`src/pkg/cpuex_pkg.sv`:
```
/*
 * Constants for the instruction execute unit: register offsets, opcode
 * encodings, status flag positions, reset values and cycle counts.
 * Assumes a classic Wishbone master with 32-bit data and byte addresses.
 */
`default_nettype none
package cpuex_pkg;
	localparam logic [7:0] OFF_CTRL = 8'h00;
	localparam logic [7:0] OFF_OPA = 8'h04;
	localparam logic [7:0] OFF_OPB = 8'h08;
	localparam logic [7:0] OFF_IOVAL = 8'h0C;
	localparam logic [7:0] OFF_SEL = 8'h10;
	localparam logic [7:0] OFF_OFFS = 8'h14;
	localparam logic [7:0] OFF_PC = 8'h18;
	localparam logic [7:0] OFF_ZPTR = 8'h1C;
	localparam logic [7:0] OFF_EXTENDED_INDIRECT_HIGH = 8'h20;
	localparam logic [7:0] OFF_STATUS_FLAGS_REGISTER = 8'h24;
	localparam logic [7:0] OFF_RESULT = 8'h28;
	localparam logic [7:0] OFF_PROD = 8'h2C;
	localparam logic [7:0] OFF_RET = 8'h30;
	localparam logic [7:0] OFF_CYC = 8'h34;
	localparam logic [4:0] OP_AND_IMMEDIATE = 5'h00;
	localparam logic [4:0] OP_ORI = 5'h01;
	localparam logic [4:0] OP_CLRB = 5'h02;
	localparam logic [4:0] OP_SETB = 5'h03;
	localparam logic [4:0] OP_TEST = 5'h04;
	localparam logic [4:0] OP_MUL = 5'h05;
	localparam logic [4:0] OP_MULTIPLY_SIGNED_OP = 5'h06;
	localparam logic [4:0] OP_MULTIPLY_SIGNED_UNSIGNED_OP = 5'h07;
	localparam logic [4:0] OP_FRACTIONAL_MULTIPLY_UNSIGNED_OP = 5'h08;
	localparam logic [4:0] OP_FRACTIONAL_MULTIPLY_SIGNED_OP = 5'h09;
	localparam logic [4:0] OP_FRACTIONAL_MULTIPLY_MIXED_OP = 5'h0A;
	localparam logic [4:0] OP_CMPI = 5'h0B;
	localparam logic [4:0] OP_COMPARE_SKIP_EQUAL_OP = 5'h0C;
	localparam logic [4:0] OP_RBITC = 5'h0D;
	localparam logic [4:0] OP_RBITS = 5'h0E;
	localparam logic [4:0] OP_IOBITC = 5'h0F;
	localparam logic [4:0] OP_IOBITS = 5'h10;
	localparam logic [4:0] OP_BRSET = 5'h11;
	localparam logic [4:0] OP_BRCLR = 5'h12;
	localparam logic [4:0] OP_INDIRECT_JUMP_OP = 5'h13;
	localparam logic [4:0] OP_EXTENDED_INDIRECT_JUMP_OP = 5'h14;
	localparam logic [4:0] OP_INDIRECT_CALL_OP = 5'h15;
	localparam logic [4:0] OP_EXTENDED_INDIRECT_CALL_OP = 5'h16;
	localparam int FL_C = 0;
	localparam int FL_Z = 1;
	localparam int FL_N = 2;
	localparam int FL_V = 3;
	localparam int FL_H = 5;
	localparam int SEL_TWO_WORD = 3;
	localparam logic [7:0] STATUS_FLAGS_REGISTER_RST = 8'h00;
	localparam logic [7:0] BYTE_RST = 8'h00;
	localparam logic [7:0] ALL_ONES = 8'hFF;
	localparam logic [2:0] CYC_ONE = 3'h1;
	localparam logic [2:0] CYC_TWO = 3'h2;
	localparam logic [2:0] CYC_THREE = 3'h3;
	localparam logic [2:0] CYC_FOUR = 3'h4;
	typedef enum logic {CPUEX_IDLE, CPUEX_EXEC} cpuex_state_t;
endpackage : cpuex_pkg
`default_nettype wire

```
`src/design/cpuex_mult.sv`:
```
/*
 * Combinational 8x8 multiplier for the execute unit with signed, mixed
 * and fractional modes. Assumes the caller registers its outputs.
 */
`timescale 1ns/10ps
`default_nettype none
module cpuex_mult
(
	// Operands.
	input wire logic [7:0] a_i,
	input wire logic [7:0] b_i,
	// Mode.
	input wire logic a_signed_i,
	input wire logic b_signed_i,
	input wire logic frac_i,
	// Results.
	output logic [15:0] prod_o,
	output logic carry_o
);
	logic signed [8:0] a_ext;
	logic signed [8:0] b_ext;
	logic signed [17:0] full;
	logic [15:0] raw;

	assign a_ext = $signed({a_signed_i & a_i[7], a_i});
	assign b_ext = $signed({b_signed_i & b_i[7], b_i});
	assign full = a_ext * b_ext;
	assign raw = full[15:0];
	// Carry is the top bit of the product before the fractional shift.
	assign carry_o = raw[15];
	assign prod_o = frac_i ? {raw[14:0], 1'b0} : raw;
endmodule : cpuex_mult
`default_nettype wire

```
`src/design/cpuex_core.sv`:
```
/*
 * Instruction execute unit: software loads operands, program counter,
 * pointer and status, then writes an opcode to launch one instruction.
 * Results, flags, the new counter and the cycle count are read back.
 * Assumes a classic Wishbone master on the same clock.
 */
`timescale 1ns/10ps
`default_nettype none
module cpuex_core
	import cpuex_pkg::*;
#(
	parameter int PC_W = 22,
	parameter int EXTENDED_INDIRECT_HIGH_W = 1
)
(
	// Clock and reset.
	input wire logic clk_i,
	input wire logic rst_i,
	// Wishbone slave.
	input wire logic wb_cyc_i,
	input wire logic wb_stb_i,
	input wire logic wb_we_i,
	input wire logic [7:0] wb_adr_i,
	input wire logic [3:0] wb_sel_i,
	input wire logic [31:0] wb_dat_i,
	output logic [31:0] wb_dat_o,
	output logic wb_ack_o,
	// Status.
	output logic busy_o
);
	cpuex_state_t state_q;
	logic ack_q;
	logic [31:0] dat_q;
	logic [7:0] opa_q, opb_q, io_q, sel_q, offs_q, status_flags_register_q, res_q;
	logic [15:0] z_q, prod_q;
	logic [EXTENDED_INDIRECT_HIGH_W-1:0] extended_indirect_high_q;
	logic [PC_W-1:0] pc_q, ret_q;
	logic [2:0] cyc_q, cnt_q;
	logic req_w, wr_w, launch_w;
	logic [4:0] op_w;
	logic [31:0] rd_w;
	logic [15:0] mprod_w;
	logic mcarry_w;
	logic m_as_w, m_bs_w, m_fr_w;
	logic [7:0] ex_res, ex_status_flags_register;
	logic [15:0] ex_prod;
	logic [PC_W-1:0] ex_pc, ex_ret;
	logic [2:0] ex_cyc;
	logic skip_w, two_w, take_w;
	logic [2:0] bit_w;
	logic [8:0] diff_w;
	logic [PC_W-1:0] pc_seq, pc_skip, pc_br, pc_z, pc_ez;

	function automatic logic [31:0] merge(input logic [31:0] old,
		input logic [31:0] val, input logic [3:0] sel);
		logic [31:0] r;
		r = old;
		for (int i = 0; i < 4; i++)
		begin
			if (sel[i])
				r[8*i +: 8] = val[8*i +: 8];
		end
		return r;
	endfunction : merge

	function automatic logic [7:0] logic_flags(input logic [7:0] s,
		input logic [7:0] r);
		logic [7:0] f;
		f = s;
		f[FL_Z] = (r == BYTE_RST);
		f[FL_N] = r[7];
		f[FL_V] = 1'b0;
		return f;
	endfunction : logic_flags

	assign req_w = wb_cyc_i & wb_stb_i & ~ack_q;
	assign wr_w = req_w & wb_we_i;
	assign op_w = wb_dat_i[4:0];
	assign launch_w = wr_w & (wb_adr_i == OFF_CTRL) & (state_q == CPUEX_IDLE);

	assign m_as_w = (op_w == OP_MULTIPLY_SIGNED_OP) | (op_w == OP_MULTIPLY_SIGNED_UNSIGNED_OP) |
		(op_w == OP_FRACTIONAL_MULTIPLY_SIGNED_OP) | (op_w == OP_FRACTIONAL_MULTIPLY_MIXED_OP);
	assign m_bs_w = (op_w == OP_MULTIPLY_SIGNED_OP) | (op_w == OP_FRACTIONAL_MULTIPLY_SIGNED_OP);
	assign m_fr_w = (op_w == OP_FRACTIONAL_MULTIPLY_UNSIGNED_OP) | (op_w == OP_FRACTIONAL_MULTIPLY_SIGNED_OP) |
		(op_w == OP_FRACTIONAL_MULTIPLY_MIXED_OP);

	cpuex_mult u_mult
	(
		.a_i(opa_q),
		.b_i(opb_q),
		.a_signed_i(m_as_w),
		.b_signed_i(m_bs_w),
		.frac_i(m_fr_w),
		.prod_o(mprod_w),
		.carry_o(mcarry_w)
	);

	assign bit_w = sel_q[2:0];
	assign two_w = sel_q[SEL_TWO_WORD];
	assign diff_w = {1'b0, opa_q} - {1'b0, opb_q};
	assign pc_seq = pc_q + PC_W'(1);
	// A taken skip also passes over the second word of a long instruction.
	assign pc_skip = pc_q + (two_w ? PC_W'(3) : PC_W'(2));
	assign pc_br = pc_q + {{(PC_W-7){offs_q[6]}}, offs_q[6:0]} +
		PC_W'(1);
	assign pc_z = PC_W'(z_q);
	assign pc_ez = PC_W'({extended_indirect_high_q, z_q});
	assign take_w = status_flags_register_q[bit_w];

	always_comb
	begin
		ex_res = res_q;
		ex_status_flags_register = status_flags_register_q;
		ex_prod = prod_q;
		ex_pc = pc_seq;
		ex_ret = ret_q;
		ex_cyc = CYC_ONE;
		skip_w = 1'b0;
		case (op_w)
			OP_AND_IMMEDIATE:
			begin
				ex_res = opa_q & opb_q;
				ex_status_flags_register = logic_flags(status_flags_register_q, opa_q & opb_q);
			end
			OP_ORI:
			begin
				ex_res = opa_q | opb_q;
				ex_status_flags_register = logic_flags(status_flags_register_q, opa_q | opb_q);
			end
			OP_CLRB:
			begin
				ex_res = opa_q & (ALL_ONES - opb_q);
				ex_status_flags_register = logic_flags(status_flags_register_q, opa_q & (ALL_ONES - opb_q));
			end
			OP_SETB:
			begin
				ex_res = opa_q | opb_q;
				ex_status_flags_register = logic_flags(status_flags_register_q, opa_q | opb_q);
			end
			OP_TEST:
			begin
				ex_res = opa_q & opa_q;
				ex_status_flags_register = logic_flags(status_flags_register_q, opa_q);
			end
			OP_MUL, OP_MULTIPLY_SIGNED_OP, OP_MULTIPLY_SIGNED_UNSIGNED_OP, OP_FRACTIONAL_MULTIPLY_UNSIGNED_OP, OP_FRACTIONAL_MULTIPLY_SIGNED_OP, OP_FRACTIONAL_MULTIPLY_MIXED_OP:
			begin
				ex_prod = mprod_w;
				ex_status_flags_register[FL_Z] = (mprod_w == 16'h0000);
				ex_status_flags_register[FL_C] = mcarry_w;
				ex_cyc = CYC_TWO;
			end
			OP_CMPI:
			begin
				// The difference only drives flags; the result stays.
				ex_status_flags_register[FL_C] = diff_w[8];
				ex_status_flags_register[FL_Z] = (diff_w[7:0] == BYTE_RST);
				ex_status_flags_register[FL_N] = diff_w[7];
				ex_status_flags_register[FL_V] = (opa_q[7] & ~opb_q[7] & ~diff_w[7]) |
					(~opa_q[7] & opb_q[7] & diff_w[7]);
				ex_status_flags_register[FL_H] = (~opa_q[3] & opb_q[3]) |
					(opb_q[3] & diff_w[3]) | (diff_w[3] & ~opa_q[3]);
			end
			OP_COMPARE_SKIP_EQUAL_OP:
				skip_w = (opa_q == opb_q);
			OP_RBITC:
				skip_w = ~opa_q[bit_w];
			OP_RBITS:
				skip_w = opa_q[bit_w];
			OP_IOBITC:
				skip_w = ~io_q[bit_w];
			OP_IOBITS:
				skip_w = io_q[bit_w];
			OP_BRSET, OP_BRCLR:
			begin
				if (take_w == (op_w == OP_BRSET))
				begin
					ex_pc = pc_br;
					ex_cyc = CYC_TWO;
				end
			end
			OP_INDIRECT_JUMP_OP:
			begin
				ex_pc = pc_z;
				ex_cyc = CYC_TWO;
			end
			OP_EXTENDED_INDIRECT_JUMP_OP:
			begin
				ex_pc = pc_ez;
				ex_cyc = CYC_TWO;
			end
			OP_INDIRECT_CALL_OP:
			begin
				ex_ret = pc_seq;
				ex_pc = pc_z;
				ex_cyc = CYC_FOUR;
			end
			OP_EXTENDED_INDIRECT_CALL_OP:
			begin
				ex_ret = pc_seq;
				ex_pc = pc_ez;
				ex_cyc = CYC_FOUR;
			end
			default:
				ex_cyc = CYC_ONE;
		endcase
		if (skip_w)
		begin
			ex_pc = pc_skip;
			ex_cyc = two_w ? CYC_THREE : CYC_TWO;
		end
	end

	always_comb
	begin
		rd_w = 32'h0000_0000;
		case (wb_adr_i)
			OFF_CTRL: rd_w = {31'h0000_0000, state_q == CPUEX_EXEC};
			OFF_OPA: rd_w[7:0] = opa_q;
			OFF_OPB: rd_w[7:0] = opb_q;
			OFF_IOVAL: rd_w[7:0] = io_q;
			OFF_SEL: rd_w[7:0] = sel_q;
			OFF_OFFS: rd_w[7:0] = offs_q;
			OFF_PC: rd_w[PC_W-1:0] = pc_q;
			OFF_ZPTR: rd_w[15:0] = z_q;
			OFF_EXTENDED_INDIRECT_HIGH: rd_w[EXTENDED_INDIRECT_HIGH_W-1:0] = extended_indirect_high_q;
			OFF_STATUS_FLAGS_REGISTER: rd_w[7:0] = status_flags_register_q;
			OFF_RESULT: rd_w[7:0] = res_q;
			OFF_PROD: rd_w[15:0] = prod_q;
			OFF_RET: rd_w[PC_W-1:0] = ret_q;
			OFF_CYC: rd_w[2:0] = cyc_q;
			default: rd_w = 32'h0000_0000;
		endcase
	end

	always_ff @(posedge clk_i)
	begin
		if (rst_i)
		begin
			ack_q <= 1'b0;
			dat_q <= 32'h0000_0000;
		end
		else
		begin
			ack_q <= req_w;
			dat_q <= req_w ? rd_w : 32'h0000_0000;
		end
	end

	always_ff @(posedge clk_i)
	begin
		if (rst_i)
		begin
			state_q <= CPUEX_IDLE;
			cnt_q <= 3'h0;
		end
		else if (launch_w)
		begin
			state_q <= CPUEX_EXEC;
			cnt_q <= ex_cyc - CYC_ONE;
		end
		else if (state_q == CPUEX_EXEC)
		begin
			if (cnt_q == 3'h0)
				state_q <= CPUEX_IDLE;
			else
				cnt_q <= cnt_q - 3'h1;
		end
	end

	always_ff @(posedge clk_i)
	begin
		if (rst_i)
		begin
			res_q <= BYTE_RST;
			prod_q <= 16'h0000;
			ret_q <= '0;
			cyc_q <= 3'h0;
		end
		else if (launch_w)
		begin
			res_q <= ex_res;
			prod_q <= ex_prod;
			ret_q <= ex_ret;
			cyc_q <= ex_cyc;
		end
	end

	always_ff @(posedge clk_i)
	begin
		if (rst_i)
		begin
			status_flags_register_q <= STATUS_FLAGS_REGISTER_RST;
			pc_q <= '0;
		end
		else if (launch_w)
		begin
			status_flags_register_q <= ex_status_flags_register;
			pc_q <= ex_pc;
		end
		else if (wr_w && wb_adr_i == OFF_STATUS_FLAGS_REGISTER)
			status_flags_register_q <= 8'(merge({24'h0, status_flags_register_q}, wb_dat_i, wb_sel_i));
		else if (wr_w && wb_adr_i == OFF_PC)
			pc_q <= PC_W'(merge(32'(pc_q), wb_dat_i, wb_sel_i));
	end

	always_ff @(posedge clk_i)
	begin
		if (rst_i)
		begin
			opa_q <= BYTE_RST;
			opb_q <= BYTE_RST;
			io_q <= BYTE_RST;
			sel_q <= BYTE_RST;
			offs_q <= BYTE_RST;
			z_q <= 16'h0000;
			extended_indirect_high_q <= '0;
		end
		else if (wr_w && wb_sel_i[0])
		begin
			case (wb_adr_i)
				OFF_OPA: opa_q <= wb_dat_i[7:0];
				OFF_OPB: opb_q <= wb_dat_i[7:0];
				OFF_IOVAL: io_q <= wb_dat_i[7:0];
				OFF_SEL: sel_q <= wb_dat_i[7:0];
				OFF_OFFS: offs_q <= wb_dat_i[7:0];
				OFF_ZPTR: z_q <= 16'(merge({16'h0, z_q}, wb_dat_i, wb_sel_i));
				OFF_EXTENDED_INDIRECT_HIGH: extended_indirect_high_q <= wb_dat_i[EXTENDED_INDIRECT_HIGH_W-1:0];
				default: offs_q <= offs_q;
			endcase
		end
		else if (wr_w && wb_adr_i == OFF_ZPTR)
			z_q <= 16'(merge({16'h0, z_q}, wb_dat_i, wb_sel_i));
	end

	assign wb_ack_o = ack_q;
	assign wb_dat_o = dat_q;
	assign busy_o = (state_q == CPUEX_EXEC);
endmodule : cpuex_core
`default_nettype wire

```
`config.mk`:
```
export PLATFORM = sky130hd
export DESIGN_NAME = cpuex_core
export DESIGN_NICKNAME = d
export VERILOG_FILES = /design/src/pkg/cpuex_pkg.sv /design/src/design/cpuex_mult.sv /design/src/design/cpuex_core.sv
export SDC_FILE = /design/constraint.sdc
export NUM_CORES = 1
export LEC_CHECK = 0
export BUFFER_PORTS_ARGS = -buffer_cell sky130_fd_sc_hd__buf_2
export CAP_MARGIN = 20
export CORE_MARGIN = 5
export CORE_UTILIZATION = 40
export CTS_CLUSTER_DIAMETER = 60
export DETAILED_ROUTE_END_ITERATION = 10
export GPL_TIMING_DRIVEN = 0
export REMOVE_ABC_BUFFERS = 1
export SETUP_SLACK_MARGIN = 0.05
export SLEW_MARGIN = 5
export SYNTH_ARGS = -nofsm -noshare
export SYNTH_HDL_FRONTEND = slang
export SYNTH_SLANG_ARGS = --single-unit
```
`constraint.sdc`:
```
create_clock -name clk_i -period 6.13 [get_ports clk_i]
set_input_delay 0.9195 -clock clk_i [delete_from_list [all_inputs] [get_ports clk_i]]
set_output_delay 0.9195 -clock clk_i [all_outputs]
set_load 0.02 [all_outputs]
```
# After elaboration in Yosys (flattened, before gate mapping)
# Index checks and enable logic that the tools add are counted.
# Widths: inputs -> output; s select.
word_totals:
  register_bits: 173
  in_bits: 49
  output_inout_bits: 34
  wordCells: 212
classes:
  addsub: 8
  multipliers: 1
  order_cmp: 1
  eq_ne: 48
  muxes: 45
  n_bitwise: 37
  reduce_logical: 48
op_table:
  columns: ["op", "n"]
  rows:
  - ["$mux 22", 5]
  - ["$pmux 22 s3", 1]
  - ["$mux 16", 4]
  - ["$pmux 8 s4", 2]
  - ["$pmux 5 s11", 1]
  - ["$eq 8x6->1 const B", 6]
  - ["$logic_not 8->1", 6]
  - ["$add 22x1->22 const B", 2]
  - ["$eq 5x4->1 const B", 8]
  - ["$eq 5x5->1 const B", 7]
  - ["$eq 8x5->1 const B", 4]
  - ["$mux 8", 4]
  - ["$and 8x8->8", 3]
  - ["$mux 6", 4]
  - ["$pmux 2 s12", 1]
  - ["$add 22x2->22", 1]
  - ["$add 22x22->22", 1]
  - ["$reduce_and 2->1", 11]
  - ["$reduce_and 3->1", 7]
  - ["$eq 5x3->1 const B", 4]
  - ["$eq 8x4->1 const B", 2]
  - ["$logic_not 16->1", 1]
  - ["$mul 9x9->16", 1]
  - ["$and 1x1->1", 14]
  - ["36 further kinds", 88]

# Longest topological paths before layout
# Gate-level depths: netlist of the first run.
logic_depth:
  depth_word: 10
  mapped_depth: 22
  depth_no_buf: 21

# By module
# From an unflattened synthesis of the first run, not the netlist that was laid out.
hier_totals:
  cells_unflattened: 1732
  hier_area_um2: 13624.3
by_module_without_submodules:
  columns: ["module", "n_inst", "cells_each", "area_per_inst_um2", "seq_area_each_um2"]
  rows:
  - ["cpuex_core", 1, 1401, 10699.0, 3263.1]
  - ["cpuex_mult", 1, 331, 2925.3, 0.0]

# Worst setup path before layout of the first run
# Ideal clock, no wire load.
synth_path:
  kind: "input -> register"
  from: "input wb_dat_i[1]"
  to: "register status_flags_register_q[1]"
  setup_time_ns: 0.070
  t_arrival_ns: 6.548
  t_required_ns: 6.060
  slack_ns: -0.488
  path_stages: 21
  path_buffers: 1
  path_cell_list: "clkbuf_1 > nor4bb_1 > o211ai_1 > nand2b_1 > fa_1 > fa_1 > inv_1 > fa_1 > fa_1 > inv_1 > fa_1 > inv_1 > ha_1 > and3_1 > a22o_1 > o41a_1 > a21o_1 > a21oi_1 > xnor2_1 > or3_1 > a21oi_1"
synth_between:
  elab_chain_cells: 10
  elab_cells_between_ends: 31
  classes_between: "mul (1); eq/ne (12); mux (5); bitwise (8); reduce/logical (5)"
synth_rtl:
  columns: ["element", "line", "source"]
  rows:
  - ["start: declaration", "cpuex_core.sv:25", "input wire logic [31:0] wb_dat_i,"]
  - ["$eq 5x3->1, on equally long branches", "cpuex_core.sv:81, cpuex_core.sv:83, cpuex_core.sv:119", null]
  - ["$or 1x1->1 (2 in a row)", "cpuex_core.sv:81", "assign m_as_w = (op_w == OP_MULTIPLY_SIGNED_OP) | (op_w == OP_MULTIPLY_SIGNED_UNSIGNED_OP) |"]
  - ["$or 1x1->1", "cpuex_core.sv:82", "(op_w == OP_FRACTIONAL_MULTIPLY_SIGNED_OP) | (op_w == OP_FRACTIONAL_MULTIPLY_MIXED_OP);"]
  - ["$and 1x1->1", "cpuex_mult.sv:25", "assign a_ext = $signed({a_signed_i & a_i[7], a_i});"]
  - ["$mul 9x9->16", "cpuex_mult.sv:27", "assign full = a_ext * b_ext;"]
  - ["$mux 16", "cpuex_mult.sv:31", "assign prod_o = frac_i ? {raw[14:0], 1'b0} : raw;"]
  - ["$logic_not 16->1", "cpuex_core.sv:148", "ex_status_flags_register[FL_Z] = (mprod_w == 16'h0000);"]
  - ["$pmux 2 s6", "cpuex_core.sv:119", "case (op_w)"]
  - ["$mux 6", "cpuex_core.sv:295", "else if (launch_w)"]
  - ["end signal: assignment", "cpuex_core.sv:297", "status_flags_register_q <= ex_status_flags_register;"]
  - ["end signal: assignment", "cpuex_core.sv:301", "status_flags_register_q <= 8'(merge({24'h0, status_flags_register_q}, wb_dat_i, wb_sel_i));"]
  - ["end: declaration", "cpuex_core.sv:34", "logic [7:0] opa_q, opb_q, io_q, sel_q, offs_q, status_flags_register_q, res_q;"]
# Several ways; a longest one is shown, not always the timed one. The select of a mux whose other input is x is not followed.
# A chain may end at the register's enable or synchronous reset.

# Final worst setup path of the first run
layout_path:
  from: "input wb_dat_i[0]"
  to: "register status_flags_register_q[1]"
# Same word-level chain as after synthesis.

==> results.yml, run 1 <==
outcome:
  status: "complete, no violations"
synthesis:
  synth_seq_area_share_pct: 24.22
  synth_area_mm2: 0.01347
  synth_cells: 1721
  yosysUniqueCellTypes: 87
  synth_top_flop_cell: "dfxtp_1"
  syn-mean-instance-area_um2: 7.827
  async_flop_share_pct: 0
  ys_ff_latch: 163
  yosys_warnings: 0
  synth_top_area_share_pct: 24.22
  synth_edf_count: 0
  yosysTopAreaCell: "dfxtp_1"
  ys_top_cells_by_area: "dfxtp_1 (24%), fa_1 (9.7%), ha_1 (7.8%)"
layout:
  layout-drive-gt1-share_pct: 11.88
  syn_to_final_growth_pct: 13.19
  fillers: 3371
  nets: 1919
  fin_area_mm2: 0.01525
  diodes: 0
drt:
  firstDrtPassIters: 9
  postRouteAntennaNets: 0
  viasPerCell: 6.026
  drtIter0Drc: 1451
  wl_per_cell_um: 21.75
  routed_wl_mm: 47.47
  drcViolationCount: 0
  vias: 13150
timing:
  finalSetupTns_ns: 0
  relSlewSlack_pct: 21.24
  tightest_slew_ns: 1.181
  finalHoldViolCount: 0
  drv_slew: 0
  skew_ns: 0.01093
  rsz0062_at_grt: "true"
  timing.final.crit_share_pct: 99.25
  finalSetupViolations: 0
  fin_hold_ws_ns: 0.4514
  clock.fmax_ghz: 0.1644
  min_period_ns: 6.084
critical_path:
  endpoint: "status_flags_register_q[1]$_SDFFE_PP0P_"
  slowest_stage: "fa_1"
  r2r_cells: 19
  crit_family: "adder cells"
  r2r_setup_slack_ns: 0.15
  startpoint: "wb_dat_i[0]"
  cp.arrival_ns: 6.47
  reg2reg_to: "status_flags_register_q[1]$_SDFFE_PP0P_"
  worst_ep_required_time_ns: 6.52
  path_max_fanout: 12
  worst_setup_path_start_kind: "primary input"
  slowest_delay_ns: 0.57
  critPathMostFrequentCell: "fa_1"
  timing.rr.start: "opa_q[7]$_SDFFE_PP0P_"
  criticalPathCategory: "primary input to flop"
  cp.depth: 20
  cp_cell_sequence: "buf_16 -> nor4bb_4 -> buf_4 -> o311a_4 -> and2_1 -> fa_1 -> inv_2 -> fa_1 -> inv_1 -> fa_1 -> fa_1 -> ha_1 -> ha_1 -> or3_1 -> o211ai_1 -> o21ai_2 -> xnor2_2 -> nor2_1 -> or3_4 -> a21oi_2"
  crit_path_end_kind: "flop"
  crit_buf_inv: 4
flow_run:
  cap_viol_max_count: 0
clocking:
  root_buffer: "clkbuf_16"
  cts_buffer_depth: 2
  cts_tree: "yes"
  cts_sinks: 163
  clkLatencyLatePin_ns: 0.45
  ctsHoldBuffers: 0
  cts_buffers: 17
  path_clk_slew_ns: 0.07
  htreeDepth: 4
die:
  ios: 83
  die_area_mm2: 0.03745
  dieHeight_um: 193.5
  die_x_um: 193.5
  core_region_area_mm2: 0.03336
  core.rowCount: 67
  start_util_pct: 40.37
global_route:
  grt_antenna_before_repair: 1
  grt_max_degree: 78
  grtUsageTotal_pct: 24.22
  grt_pass1_wl_mm: 72.81
  overflow: 0
  grt_pass1_vias: 12510
hold_path:
  hold_class: "flop to flop"
power_and_ir_drop:
  p_per_area_mw_per_mm2: 152.4
  p_leak_nw: 6.019
  max-vdd-ir-drop_v: 0.0001897
placed_design:
  gp_congestion: 0.9351
  place_area_mm2: 0.01404
  dp_hpwl_mm: 33.91
  portBuffers: 61
-- stage by stage --
stage	power [mW]	util, %	cells	worst slack [ns]
6_report	2.324	45.70	2182	0.04582
3_3_place_gp	1.206	41.29	2106	-1.552
5_1_grt	2.375	45.70	2182	-0.1610
4_1_cts	2.318	45.20	2172	0.05021
3_5_place_dp	1.214	42.07	2124	-1.602
2_1_floorplan	1.135	-	1597	-0.3426
-- timing repair --
action                                  4_1_cts  5_1_grt
buffers inserted                             13        4
cloned                                        3        1
endpoints found under the setup margin       10        5
gates resized for setup                      47       12
pin swaps                                    24       14
-- registers in the layout, summed over array words and instances (netlist names), 8 cells and up --
name	cells
opb_q	8
ret_q	22
opa_q	8
pc_q	22
wb_dat_o	22
io_q	8
status_flags_register_q	8
prod_q	16
offs_q	8
sel_q	8
z_q	16
res_q	8
-- where the power goes --
| part | total (mW) | internal [mW] | switching (mW) |
|---|---|---|---|
| Combinational | 0.161 | 0.0551 | 0.106 |
| Sequential | 1.06 | 1.06 | 0.000557 |
| Clock | 1.10 | 0.579 | 0.525 |
| Total | 2.32 | 1.69 | 0.632 |
-- cell usage after synthesis (all sizes together), types with 15 or more instances --
cell type  count
nand4         18
fa            65
inv          108
xnor2         38
xor2          37
nor4          17
a22oi         45
nand3         72
dfxtp        163
mux2i         33
ha            84
nor2         201
a211oi        30
a21oi        138
o21ai         49
nor3          32
nand2        208
a221oi        16
nand2b        17
clkbuf       106
buf           27
a31oi         15
-- kinds of logic after synthesis --
family | Yosys count | synth area share (%)
mux | 45 | 4.013
compound gates | 406 | 20.24
simple gates | 638 | 21.66
flops | 163 | 24.22
other cells | 1 | 0.02784
fa+ha+maj | 149 | 17.46
xor+xnor | 75 | 4.876
buf+inv | 244 | 7.496
-- worst min-delay path by stage --
stage	start	end	slack (ns)	cells after the start
2_1_floorplan	prod_q[7]$_SDFFE_PP0P_	prod_q[7]$_SDFFE_PP0P_	0.43	2
3_3_place_gp	ret_q[12]$_SDFFE_PP0P_	ret_q[12]$_SDFFE_PP0P_	0.44	2
3_5_place_dp	ret_q[12]$_SDFFE_PP0P_	ret_q[12]$_SDFFE_PP0P_	0.44	2
4_1_cts	ret_q[12]$_SDFFE_PP0P_	ret_q[12]$_SDFFE_PP0P_	0.46	2
5_1_grt	ret_q[12]$_SDFFE_PP0P_	ret_q[12]$_SDFFE_PP0P_	0.47	2
6_report	ret_q[18]$_SDFFE_PP0P_	ret_q[18]$_SDFFE_PP0P_	0.45	2
-- worst reg2reg max path, stage by stage (launching register included) --
cell and delay (ns):
dfxtp_1 0.81, o311a_4 0.43, nand2_4 0.08, fa_1 0.48, fa_1 0.54, inv_2 0.04, fa_1 0.48, fa_1 0.49
inv_1 0.05, fa_1 0.49, inv_2 0.05, ha_4 0.22, and3_4 0.14, a22o_1 0.23, o41a_1 0.35, a21o_1 0.18
a21oi_2 0.17, xnor2_2 0.13, or3_4 0.42, a21oi_2 0.14
-- layout make-up --
cell class | instances | area, um2 | share of cell area, %
clock buffers | 17 | 425.4 | 2.790
inverters | 111 | 420.4 | 2.757
flip-flops and latches | 163 | 3263 | 21.40
well taps | 448 | 560.5 | 3.676
repair buffers | 105 | 929.6 | 6.097
clock inverters | 15 | 162.7 | 1.067
multi-input cells | 1323 | 9485 | 62.21
-- metal layers --
layer  GRT usage, %  vias up  wire [um]  share of wire, %
met2          37.44      618      21110                44
met4          7.842        0       1357               2.9
met5              0        -          0                 0
met1          34.40     6407      21190                45
li1               -     6036          -                 -
met3          4.331       87       3813               8.0
-- cell usage in the layout (no fill, tap or decap), drive strengths merged, types with 12 or more instances in the layout --
cell and instances:
a211oi 30, a21oi 138, a221oi 16, a222oi 13
a22oi 45, a31oi 15, and2 12, and3 13
buf 100, clkbuf 19, dfxtp 163, fa 65
ha 84, inv 115, mux2i 33, nand2 208
nand2b 17, nand3 72, nand4 18, nor2 201
nor3 32, nor4 17, o211ai 12, o21ai 49
o22ai 13, xnor2 38, xor2 37
(Power assumes the default switching activity.)
==> inputs of run 2 (changes only) <==
--- a/config.mk
+++ b/config.mk
@@ -12,6 +12,7 @@
 export CTS_CLUSTER_DIAMETER = 60
 export DETAILED_ROUTE_END_ITERATION = 10
 export GPL_TIMING_DRIVEN = 0
+export PLACE_DENSITY_LB_ADDON = 0.12
 export REMOVE_ABC_BUFFERS = 1
 export SETUP_SLACK_MARGIN = 0.05
 export SLEW_MARGIN = 5
==> results.yml, run 2 (same netlist as run 1, synthesis figures left out) <==
outcome:
  status: "complete, no violations"
power_and_ir_drop:
  p_per_area_mw_per_mm2: 151.2
  max-vdd-ir-drop_v: 0.0001884
  power_mw: 2.300
  p_leak_nw: 5.940
die:
  core.rowCount: 67
  dieHeight_um: 193.5
  die_area_mm2: 0.03745
  die_x_um: 193.5
  core_region_area_mm2: 0.03336
  start_util_pct: 40.37
  ios: 83
clocking:
  path_clk_slew_ns: 0.07
  cts_buffers: 17
  cts_tree: "yes"
  root_buffer: "clkbuf_16"
  htreeDepth: 4
  cts_sinks: 163
  cts_buffer_depth: 2
  clkLatencyLatePin_ns: 0.44
layout:
  fin_area_mm2: 0.01522
  syn_to_final_growth_pct: 12.98
  diodes: 0
  fin_cells: 2178
  fillers: 3422
  fin_util_pct: 45.61
  layout-drive-gt1-share_pct: 12.14
  nets: 1915
  multi_input_area_mm2: 0.009547
  regArea_mm2: 0.003263
  layout_commonest_cell: "nand2_1"
  final_cell_mix: "nand2_1 (206), nor2_1 (195), dfxtp_1 (163), a21oi_1 (135), inv_1 (105)"
critical_path:
  r2r_cells: 20
  cp.arrival_ns: 6.32
  path_max_fanout: 23
  crit_path_end_kind: "flop"
  reg2reg_to: "prod_q[15]$_SDFFE_PP0P_"
  criticalPathCategory: "primary input to flop"
  worst_setup_path_start_kind: "primary input"
  timing.rr.start: "opa_q[7]$_SDFFE_PP0P_"
  worst_ep_required_time_ns: 6.44
  r2r_setup_slack_ns: 0.27
drt:
  routed_wl_mm: 48.08
  viasPerCell: 5.957
  vias: 12980
  drtIter0Drc: 1326
  wl_per_cell_um: 22.07
  drcViolationCount: 0
  postRouteAntennaNets: 0
  firstDrtPassIters: 7
hold_path:
  whs_endpoint: "ret_q[21]$_SDFFE_PP0P_"
  hold_class: "flop to flop"
  hold_depth: 2
  min-delay-start: "ret_q[21]$_SDFFE_PP0P_"
placed_design:
  placed_cells: 2123
  dp_hpwl_mm: 34.83
  place_area_mm2: 0.01401
  gp_congestion: 0.9205
  portBuffers: 61
  pre_cts_ws_ns: -1.605
timing:
  skew_ns: 0.007140
  tightest_slew_ns: 1.242
  clock.fmax_ghz: 0.1665
  drv_slew: 0
  rsz0062_at_grt: "true"
  setup_ws_ns: 0.1224
  min_period_ns: 6.008
  timing.final.crit_share_pct: 98.00
  finalSetupTns_ns: 0
  fin_hold_ws_ns: 0.4520
  finalSetupViolations: 0
  relSlewSlack_pct: 16.89
  finalHoldViolCount: 0
global_route:
  grtUsageTotal_pct: 24.85
  grt_antenna_before_repair: 0
  overflow: 0
  grt_max_degree: 91
  grt_pass1_vias: 12420
  grt_pass1_wl_mm: 74.60
flow_run:
  cap_viol_max_count: 0
run 2: cell types whose count changed in the layout (fill, tap and decap cells not counted), sizes merged:
cell / before / now
buf: 100 / 98
bufbuf: 3 / 2
clkbuf: 19 / 21
clkinvlp: 2 / 4
clkinv: 8 / 7
inv: 115 / 111
run 2: where the power goes:
group | leakage, nW | internal (mW) | switching (mW) | total, mW
combinational | 4.35 | 0.0514 | 0.106 | 0.158
sequential | 1.31 | 1.06 | 0.000588 | 1.06
clock | 0.276 | 0.589 | 0.495 | 1.08
run 2: cell type report:
type / count / share of cell area (%)
clock buffers: 20 / 3.001
clock inverters: 12 / 0.7975
inverters: 111 / 2.779
multi-input cells: 1323 / 62.73
flip-flops and latches: 163 / 21.44
well taps: 448 / 3.683
repair buffers: 101 / 5.566
run 2: worst max-delay path by stage:
stage,start,to,slack [ns],cells after the start
floorplan,wb_dat_i[1],status_flags_register_q[1]$_SDFFE_PP0P_,-0.34,20
global route,wb_dat_i[3],prod_q[15]$_SDFFE_PP0P_,-0.07,22
detailed placement,wb_dat_i[3],status_flags_register_q[1]$_SDFFE_PP0P_,-1.60,21
finish,wb_dat_i[3],prod_q[15]$_SDFFE_PP0P_,0.12,22
global placement,wb_dat_i[3],prod_q[15]$_SDFFE_PP0P_,-1.58,21
CTS,wb_dat_i[3],status_flags_register_q[1]$_SDFFE_PP0P_,0.05,21
run 2: what timing repair did:
item | 4_1_cts | 5_1_grt
buffers inserted | 11 | 6
resized for setup | 45 | 21
hold buffers | 0 | 0
gates cloned | 2 | 1
setup endpoints to repair | 10 | 5
pin swaps | 27 | 18
run 2: critical path, stage by stage:
cell,delay (ns)
buf_12,0.14
nor4bb_4,0.16
o211ai_1,0.37
buf_4,0.22
nor2_1,0.06
fa_1,0.56
inv_1,0.05
fa_1,0.54
inv_1,0.06
fa_1,0.55
fa_1,0.46
ha_4,0.31
ha_4,0.22
and3_4,0.17
a22o_1,0.22
o41a_1,0.34
a21o_1,0.18
a21oi_2,0.18
xnor2_2,0.12
buf_4,0.16
a211oi_4,0.25
nor3_1,0.07
run 2: per-layer routing:
metal  global-route usage, %  share of wire, %
met1                   36.30                46
met2                   38.57                45
met3                   3.531               7.1
met4                   6.635               2.3
met5                       0                 0
